File: src/hw/rdp_params.svh
`ifndef RDP_PARAMS_SVH
`define RDP_PARAMS_SVH

// register byte offsets
`define RDP_OFF_DELAY        16'h2820
`define RDP_OFF_FETCH        16'h2828
`define RDP_OFF_STATUS       16'h2830

// delay register fields
`define RDP_DELAY_MSB        15
`define RDP_FLUSH_BIT        31

// fetch control fields
`define RDP_PTH_LSB          0
`define RDP_HTH_LSB          8
`define RDP_WTH_LSB          16
`define RDP_THRESHOLD_GRANULARITY_BIT         24

// reset values
`define RDP_DELAY_RST        16'h0000
`define RDP_PTH_RST          6'h00
`define RDP_HTH_RST          6'h00
`define RDP_WTH_RST          6'h01
`define RDP_THRESHOLD_GRANULARITY_RST         1'b1

// tick timing
`define RDP_TICK_NS          1024
`define RDP_CLK_NS           10
`define RDP_TICK_CYC         ((`RDP_TICK_NS) / (`RDP_CLK_NS))

`endif

File: src/hw/rdp_pkg.sv
package rdp_pkg;

	typedef enum logic [1:0] {
		RDP_IDLE,
		RDP_RUN,
		RDP_HALT
	} rdp_tmr_st_t;

	typedef struct packed {
		logic [15:0] delay;
		logic [5:0]  pth;
		logic [5:0]  hth;
		logic [5:0]  wth;
		logic        threshold_granularity;
		logic [31:0] prdata;
		logic        pready;
		logic        flush_pend;
		logic        wb_req;
		logic        wb_all;
		logic        fetch_req;
		logic        rx_int;
		logic [7:0]  free_threshold_granularity;
	} rdp_regs_t;

	typedef struct packed {
		rdp_tmr_st_t st;
		logic [15:0] cnt;
		logic [6:0]  pre;
		logic        expire;
	} rdp_tmr_t;

endpackage

File: src/hw/rdp_tmr_if.sv
`timescale 1ns/1ps
interface rdp_tmr_if;
	logic [15:0] delay;
	logic        pkt_done;
	logic        flush;
	logic        abs_cancel;
	logic        expire;
	logic        running;

	modport ctrl (output delay, output pkt_done, output flush, output abs_cancel,
		input expire, input running);
	modport tmr (input delay, input pkt_done, input flush, input abs_cancel,
		output expire, output running);
endinterface

File: src/hw/rdp_ctrl.sv
// Operation
// 16-bit delay in bits 15:0, 1.024 us units, reset zero; code counts 1.020 us units.
// completed packet loads the countdown with delay and starts it.
// another completion before expiry reloads and restarts the countdown.
// expiry flushes pending write-backs and raises receive timer cause.
// zero delay signals the receive interrupt immediately per packet.
// writing flush bit one forces expiry, write-back and timer cause.
// flush bit self-clears, reads zero; writing zero does nothing.
// bits 30:16 of delay register read zero.
// software should issue a second flush for a full write-back.
// absolute timer interrupt cancels a pending packet timer interrupt.
// on cancel, countdown reloads but halts until next packet.
// software should prefer interrupt throttling over packet delay.
// thresholds in cache lines when granularity 0, descriptors when 1.
// cache-line thresholds must not exceed 31 descriptors.
// descriptor granularity writes back all descriptors.
// prefetch considered only when on-chip count below 6-bit threshold.
// no fetch unless host holds at least host-threshold descriptors.
// prefetch starts only with no higher-priority DMA pending.
// write back only when ready count reaches threshold, unless flushed.
// granularity flag is bit 24, resets to one.
// prescaler makes 1.024 us tick decrementing a running countdown; code ticks every 102 cycles of 10 ns, 1.020 us.
// delay write without flush leaves a running countdown untouched.
//
// The APB slave port was decided locally.
`timescale 1ns/1ps
`include "rdp_params.svh"
module rdp_ctrl (
	// clock and reset
	input  wire logic        i_clk,
	input  wire logic        i_rst_n,
	// apb slave
	input  wire logic        i_psel,
	input  wire logic        i_penable,
	input  wire logic        i_pwrite,
	input  wire logic [15:0] i_paddr,
	input  wire logic [31:0] i_pwdata,
	output logic      [31:0] o_prdata,
	output logic             o_pready,
	output logic             o_pslverr,
	// dma events
	input  wire logic        i_pkt_done,
	input  wire logic        i_abs_expire,
	input  wire logic        i_wb_done,
	input  wire logic        i_fetch_ack,
	input  wire logic        i_hi_prio_busy,
	// descriptor counts
	input  wire logic [5:0]  i_onchip_valid,
	input  wire logic [5:0]  i_host_valid,
	input  wire logic [5:0]  i_wb_ready,
	input  wire logic [7:0]  i_cache_line_size_field,
	// requests
	output logic             o_wb_req,
	output logic             o_wb_all,
	output logic             o_fetch_req,
	output logic             o_rx_timer_int,
	output logic             o_timer_running
);
	rdp_pkg::rdp_regs_t r_r;
	rdp_pkg::rdp_regs_t r_nxt;
	logic               slverr_r;
	logic               slverr_nxt;
	logic               run_r;

	rdp_tmr_if tif ();

	rdp_delay_timer u_tmr (
		.i_clk   (i_clk),
		.i_rst_n (i_rst_n),
		.tif     (tif)
	);

	// ----------------------------------------------------------------
	// bus decode
	// ----------------------------------------------------------------
	logic        acc;
	logic        wr;
	logic [15:0] off;
	logic        hit_dly;
	logic        hit_fet;
	logic        hit_sts;

	assign acc = i_psel && i_penable && !r_r.pready;
	assign wr = acc && i_pwrite;
	assign off = i_paddr;
	assign hit_dly = (off == `RDP_OFF_DELAY);
	assign hit_fet = (off == `RDP_OFF_FETCH);
	assign hit_sts = (off == `RDP_OFF_STATUS);

	assign tif.delay = r_r.delay;
	assign tif.pkt_done = i_pkt_done;
	assign tif.flush = wr && hit_dly && i_pwdata[`RDP_FLUSH_BIT];
	assign tif.abs_cancel = i_abs_expire;

	// ----------------------------------------------------------------
	// threshold scaling
	// ----------------------------------------------------------------
	// descriptors per cache line: line size in dwords, four dwords each
	logic [7:0] per_line;
	logic [7:0] pth_d;
	logic [7:0] hth_d;
	logic [7:0] wth_d;

	function automatic logic [7:0] scale(input logic [5:0] th, input logic g,
		input logic [7:0] pl);
		logic [13:0] p;
		p = 14'(th) * 14'(pl);
		if (g) begin
			return {2'b00, th};
		end
		return (p > 14'h00FF) ? 8'hFF : p[7:0];
	endfunction

	always_comb begin
		per_line = {2'b00, i_cache_line_size_field[7:2]};
		if (per_line == 8'h00) begin
			per_line = 8'h01;
		end
	end

	assign pth_d = scale(r_r.pth, r_r.threshold_granularity, per_line);
	assign hth_d = scale(r_r.hth, r_r.threshold_granularity, per_line);
	assign wth_d = scale(r_r.wth, r_r.threshold_granularity, per_line);

	// ----------------------------------------------------------------
	// next state
	// ----------------------------------------------------------------
	always_comb begin
		r_nxt = r_r;
		slverr_nxt = 1'b0;
		r_nxt.pready = acc;
		r_nxt.rx_int = tif.expire;
		r_nxt.free_threshold_granularity = per_line;
		if (acc) begin
			r_nxt.prdata = 32'h0000_0000;
			if (hit_dly) begin
				// flush bit and 30:16 always read zero
				r_nxt.prdata[`RDP_DELAY_MSB:0] = r_r.delay;
				if (i_pwrite) begin
					r_nxt.delay = i_pwdata[`RDP_DELAY_MSB:0];
				end
			end else if (hit_fet) begin
				r_nxt.prdata[`RDP_PTH_LSB +: 6] = r_r.pth;
				r_nxt.prdata[`RDP_HTH_LSB +: 6] = r_r.hth;
				r_nxt.prdata[`RDP_WTH_LSB +: 6] = r_r.wth;
				r_nxt.prdata[`RDP_THRESHOLD_GRANULARITY_BIT] = r_r.threshold_granularity;
				if (i_pwrite) begin
					r_nxt.pth = i_pwdata[`RDP_PTH_LSB +: 6];
					r_nxt.hth = i_pwdata[`RDP_HTH_LSB +: 6];
					r_nxt.wth = i_pwdata[`RDP_WTH_LSB +: 6];
					r_nxt.threshold_granularity = i_pwdata[`RDP_THRESHOLD_GRANULARITY_BIT];
				end
			end else if (hit_sts) begin
				r_nxt.prdata = {26'h0, run_r, r_r.flush_pend, r_r.wb_req,
					r_r.fetch_req, r_r.wb_all, r_r.threshold_granularity};
			end else begin
				slverr_nxt = 1'b1;
			end
		end
		// write-back request: threshold or timer flush
		if (tif.expire) begin
			r_nxt.flush_pend = 1'b1;
		end else if (i_wb_done && r_r.wb_req) begin
			r_nxt.flush_pend = 1'b0;
		end
		if (i_wb_done && r_r.wb_req) begin
			r_nxt.wb_req = 1'b0;
		end else if (r_r.flush_pend || ({2'b00, i_wb_ready} >= wth_d
			&& i_wb_ready != 6'h00)) begin
			r_nxt.wb_req = 1'b1;
		end
		r_nxt.wb_all = r_r.threshold_granularity;
		// prefetch
		if (i_fetch_ack && r_r.fetch_req) begin
			r_nxt.fetch_req = 1'b0;
		end else begin
			r_nxt.fetch_req = ({2'b00, i_onchip_valid} < pth_d)
				&& ({2'b00, i_host_valid} >= hth_d) && (i_host_valid != 6'h00)
				&& !i_hi_prio_busy && !r_r.wb_req;
		end
	end

	// ----------------------------------------------------------------
	// registers
	// ----------------------------------------------------------------
	always_ff @(posedge i_clk or negedge i_rst_n) begin
		if (!i_rst_n) begin
			r_r <= '{delay: `RDP_DELAY_RST, pth: `RDP_PTH_RST, hth: `RDP_HTH_RST,
				wth: `RDP_WTH_RST, threshold_granularity: `RDP_THRESHOLD_GRANULARITY_RST, prdata: 32'h0000_0000,
				pready: 1'b0, flush_pend: 1'b0, wb_req: 1'b0, wb_all: 1'b1,
				fetch_req: 1'b0, rx_int: 1'b0, free_threshold_granularity: 8'h01};
			slverr_r <= 1'b0;
			run_r <= 1'b0;
		end else begin
			r_r <= r_nxt;
			slverr_r <= slverr_nxt;
			run_r <= tif.running;
		end
	end

	assign o_prdata = r_r.prdata;
	assign o_pready = r_r.pready;
	assign o_pslverr = slverr_r;
	assign o_wb_req = r_r.wb_req;
	assign o_wb_all = r_r.wb_all;
	assign o_fetch_req = r_r.fetch_req;
	assign o_rx_timer_int = r_r.rx_int;
	assign o_timer_running = run_r;
endmodule

File: src/hw/rdp_delay_timer.sv
`timescale 1ns/1ps
`include "rdp_params.svh"
module rdp_delay_timer (
	// clock and reset
	input  wire logic i_clk,
	input  wire logic i_rst_n,
	// control
	rdp_tmr_if.tmr    tif
);
	localparam logic [6:0] TICK_LAST = 7'(`RDP_TICK_CYC - 1);

	rdp_pkg::rdp_tmr_t s_r;
	rdp_pkg::rdp_tmr_t s_nxt;

	always_comb begin
		s_nxt = s_r;
		s_nxt.expire = 1'b0;
		if (s_r.st == rdp_pkg::RDP_RUN) begin
			if (s_r.pre == TICK_LAST) begin
				s_nxt.pre = 7'h00;
			end else begin
				s_nxt.pre = s_r.pre + 7'h01;
			end
		end
		case (s_r.st)
			rdp_pkg::RDP_RUN: begin
				if (s_r.pre == TICK_LAST) begin
					if (s_r.cnt <= 16'h0001) begin
						s_nxt.expire = 1'b1;
						s_nxt.st = rdp_pkg::RDP_IDLE;
						s_nxt.cnt = 16'h0000;
					end else begin
						s_nxt.cnt = s_r.cnt - 16'h0001;
					end
				end
			end
			rdp_pkg::RDP_IDLE,
			rdp_pkg::RDP_HALT: begin
			end
			default: s_nxt.st = rdp_pkg::RDP_IDLE;
		endcase
		if (tif.abs_cancel) begin
			s_nxt.st = rdp_pkg::RDP_HALT;
			s_nxt.cnt = tif.delay;
			s_nxt.expire = 1'b0;
		end
		if (tif.pkt_done) begin
			s_nxt.pre = 7'h00;
			if (tif.delay == 16'h0000) begin
				s_nxt.expire = 1'b1;
				s_nxt.st = rdp_pkg::RDP_IDLE;
			end else begin
				s_nxt.cnt = tif.delay;
				s_nxt.st = rdp_pkg::RDP_RUN;
				s_nxt.expire = 1'b0;
			end
		end
		if (tif.flush) begin
			s_nxt.expire = 1'b1;
			s_nxt.st = rdp_pkg::RDP_IDLE;
			s_nxt.cnt = 16'h0000;
		end
	end

	always_ff @(posedge i_clk or negedge i_rst_n) begin
		if (!i_rst_n) begin
			s_r <= '{st: rdp_pkg::RDP_IDLE, cnt: 16'h0000, pre: 7'h00, expire: 1'b0};
		end else begin
			s_r <= s_nxt;
		end
	end

	assign tif.expire = s_r.expire;
	assign tif.running = (s_r.st == rdp_pkg::RDP_RUN);
endmodule

File: config.mk
export PLATFORM = sky130hd
export DESIGN_NAME = rdp_ctrl
export DESIGN_NICKNAME = d
export VERILOG_FILES = /design/src/hw/rdp_pkg.sv /design/src/hw/rdp_tmr_if.sv /design/src/hw/rdp_ctrl.sv /design/src/hw/rdp_delay_timer.sv
export VERILOG_INCLUDE_DIRS = /design/src /design/src/hw
export SDC_FILE = /design/constraint.sdc
export NUM_CORES = 1
export LEC_CHECK = 0
export BUFFER_PORTS_ARGS = -buffer_cell sky130_fd_sc_hd__buf_2
export CAP_MARGIN = 20
export CORE_ASPECT_RATIO = 0.75
export CORE_UTILIZATION = 40
export DETAILED_ROUTE_END_ITERATION = 8
export GPL_TIMING_DRIVEN = 1
export PLACE_DENSITY = 0.61
export SYNTH_ARGS = -nofsm -noshare
export SYNTH_HDL_FRONTEND = slang
export SYNTH_SLANG_ARGS = --single-unit
export TNS_END_PERCENT = 1
File: constraint.sdc
create_clock -name i_clk -period 6.24 [get_ports i_clk]
set_clock_uncertainty 0.05 [all_clocks]
set_input_delay 0.312 -clock i_clk [delete_from_list [all_inputs] [get_ports i_clk]]
set_output_delay 0.312 -clock i_clk [all_outputs]
set_load 0.005 [all_outputs]
==> results.sh <==
export IMPL_crit_family="compound AO/OA/AOI/OAI gates"
export IMPL_area_growth_syn_to_layout_pct=11.26
export IMPL_end_kind="flip-flop"
export IMPL_synth_ff_type="dfrtp_1"
export IMPL_dr_total_vias=6473
export IMPL_finalMaxSlewViolations=0
export IMPL_synthAdderAreaFrac_pct=24.50
export IMPL_synth_mux_area_share_pct=4.987
export IMPL_postSynthAreaPerCell_um2=9.258
export IMPL_grt_max_degree=63
export IMPL_synth_top_family_by_area="adder cells"
export IMPL_die_area_um2=21350
export IMPL_clock_fmax_mhz=174.6
export IMPL_viasPerCell=5.271
export IMPL_ant_nets=0
export IMPL_design_core_area_um2=20270
export IMPL_p_leak_uw=0.004711
export IMPL_status="finished clean"
export IMPL_worstSetupStartpointType="input pin"
export IMPL_ir_worst_vdd_mv=0.1078
export IMPL_hp_class="input pin to flip-flop"
export IMPL_p_clk_share_pct=45.7
export IMPL_switching_power_uw=312.5
export IMPL_cts_tree="done"
export IMPL_ys_seq_area_share_pct=27.77
export IMPL_io_pins=123
export IMPL_rows=45
export IMPL_cp_cell_sequence="buf_2 > or4_4 > o21bai_4 > nand2_1 > fa_1 > fa_1 > fa_1 > inv_1 > ha_1 > a21oi_1 > a21oi_1 > o221a_2 > o221ai_1 > nor3_1 > o21bai_1 > ha_1 > a21oi_1 > o21ai_0 > a211o_1 > o221ai_1 > a221oi_1 > buf_4 > a211oi_1"
export IMPL_clock_latency_ns=0.34
export IMPL_hold_viol_final=0
export IMPL_powerDensity_nw_per_um2=147.1
export IMPL_maxSlewHeadroom_pct=29.35
export IMPL_start_util_pct=40.97
export IMPL_finalPower_uw=1359
export IMPL_clockBufferDepth=2
export IMPL_die_w_um=168.4
export IMPL_gpl_final_weighted_congestion=0.8354
export IMPL_fin_crit_ns=5.726
export IMPL_synth_largest_area_cell="dfrtp_1"
export IMPL_worst_slew_pin_slew_ns=1.060
export IMPL_final_nets=1181
export IMPL_post_route_period_util_pct=91.77
export IMPL_synthCells=897
export IMPL_htree_levels=3
export IMPL_synth_simple_area_share_pct=19.77
export IMPL_drt_iter0_drc=441
export IMPL_netlist_top_cells_count="nand2_1 (95), dfrtp_1 (89), inv_1 (87)"
export IMPL_synth_cell_area_um2=8304
export IMPL_numCtsBuffers=9
export IMPL_yosys_warnings=0
export IMPL_yosysMostFrequentCell="nand2_1"
export IMPL_cts_sinks=92
export IMPL_die_h_um=126.8
export IMPL_path_class="input pin to flip-flop"
export IMPL_dr_pass1_iters=5
export IMPL_worstPathArrival_ns=5.93
export IMPL_max_stage_delay_ns=0.56
export IMPL_synth_xor_area_share_pct=2.215
export IMPL_drive_gt1_share_pct=20.10
export IMPL_io_buffers=103
export IMPL_path_max_fanout=7
export IMPL_synth_edf_count=0
export IMPL_fin_tns_setup_ns=0
export IMPL_track_usage_pct=20.37
export IMPL_synth_compound_area_share_pct=11.98
export IMPL_grt_pass1_vias=6211
export IMPL_cts_resized=0
export IMPL_hpwl_um=15590
export IMPL_synthTopCellsByArea="dfrtp_1 (27%), fa_1 (12%), ha_1 (12%), mux2_2 (4.6%), and2_1 (4.3%)"
export IMPL_crit_buf_inv=3
export IMPL_wl_per_cell_um=16.85
export IMPL_cap_violations=0
export IMPL_yosys_area_top_type_share_pct=26.82
export IMPL_n_fill_cell=1963
export IMPL_antenna_found_initial=0
export IMPL_clk_pin_slew_ns=0.07
export IMPL_rsz0062_at_grt="no"
export IMPL_cp_required_ns=6.44
export IMPL_p_int_uw=1046
export IMPL_setup_viol=0
export IMPL_seq_power_share_pct=45.4
export IMPL_antenna_cells=0
export IMPL_yosysUniqueCellTypes=74
export IMPL_pwr_share_comb_pct=8.9
export IMPL_grt_pass1_wl_um=33990
export IMPL_drt_total_wl_um=20690
export IMPL_overflow=0
export IMPL_async_reset_ff_share_pct=100.0
export IMPL_slowest_stage="fa_1"
export IMPL_ys_ff_latch=92
export IMPL_ctsRootBufferMaster="clkbuf_16"
export IMPL_drc=0
export IMPL_p_sw_share_pct=23.00
metal layers:
layer  share of wire [%]  wire length (um)  vias to the layer above  GRT usage, %
met4                0.33                68                        0         2.299
met1                  52             10700                     3142         31.36
met2                  42              8775                      168         30.58
li1                    -                 -                     3156             -
met3                 5.5              1140                        7         3.401
met5                   0                 0                        -             0
worst paths after layout:
path,cells after the start,startpoint,slack [ns],endpoint
setup / recovery,23,i_cache_line_size_field[3],0.51,o_fetch_req
hold / removal,3,i_pwdata[24],0.13,r_nxt[10]
setup reg to reg,22,r_r[61],0.57,o_fetch_req
hold reg to reg,0,u_tmr.tif.expire,0.35,o_rx_timer_int
max in group asynchronous,3,i_rst_n,4.61,u_tmr.s_r[4]
min in group asynchronous,2,i_rst_n,0.39,u_tmr.s_r[18]
power groups by stage:
stage / sequential (uW) / clock, uW / combinational [uW]
floorplan: 625 / 0 / 61.5
global placement: 628 / 0 / 120
detailed placement: 629 / 0 / 122
CTS: 617 / 632 / 122
global route: 618 / 659 / 137
finish: 617 / 621 / 121
cell usage in the layout (no fill, tap or decap), types with 4 or more instances in the layout:
master / count
buf_2: 102
nand2_1: 95
dfrtp_1: 89
inv_1: 87
ha_1: 81
and2_1: 57
fa_1: 51
nor2_1: 48
o21ai_0: 40
mux2_2: 34
a21oi_1: 25
nor3_1: 19
nand3_1: 18
xnor2_1: 17
buf_4: 16
nand2b_1: 11
o22ai_1: 10
conb_1: 9
clkbuf_16: 9
nor4_1: 8
o21bai_1: 8
a22oi_1: 8
a211oi_1: 7
nor2b_1: 7
a21o_1: 7
a221oi_1: 7
a22o_1: 6
nand3b_1: 4
nand4b_1: 4
xor2_1: 4
o21a_1: 4
o211ai_1: 4
worst min-delay path, cell delays in order:
cell and delay [ns]:
buf_2 0.08, nand2_1 0.04, o21ai_0 0.06
flip-flops by register name, summed over array words and instances, names as in the netlist, 16 cells and up:
signal and count:
tif.delay 16, o_prdata 23, r_r 19, u_tmr.s_r 25
logic make-up (layout without fill, tap and decap cells):
family | Yosys count | in the layout
AO/OA/AOI/OAI | 150 | 150
other | 1 | 9
multiplexers | 37 | 37
XOR/XNOR | 21 | 21
flip-flops | 92 | 92
buffers and inverters | 157 | 222
adder cells (fa/ha/maj) | 132 | 132
AND/OR/NAND/NOR | 307 | 307
what timing repair did:
item,4_1_cts,5_1_grt
hold endpoints to repair,29,0
buffers inserted,0,0
hold buffers,1,0
setup endpoints to repair,0,0
per-stage QoR:
| stage | util [%] | worst slack, ns | hold WS, ns | std cells | cell area [um^2] |
|---|---|---|---|---|---|
| 6_report | 45.58 | 0.5138 | 0.1345 | 1228 | 9239 |
| 5_1_grt | 45.58 | 0.1234 | 0.1325 | 1228 | 9239 |
| 4_1_cts | 45.58 | 0.4983 | 0.1285 | 1228 | 9239 |
| 3_5_place_dp | 43.88 | 0.1522 | 0.2186 | 1211 | 8895 |
| 3_3_place_gp | 43.88 | 0.2330 | 0.2208 | 1211 | 8895 |
| 2_1_floorplan | - | 0.4802 | -0.03359 | 905 | 8334 |
area by class of cell:
class                      count  area [um^2]  area share [%]
clock buffer                  12        236.5           2.560
inverter                      87        326.6           3.535
sequential                    92         2306           24.96
tap                          258        322.8           3.494
multi-input combinational    656         5309           57.46
clock inverter                 4        97.59           1.056
timing repair buffer         119        640.6           6.934
(Power assumes the default switching activity.)
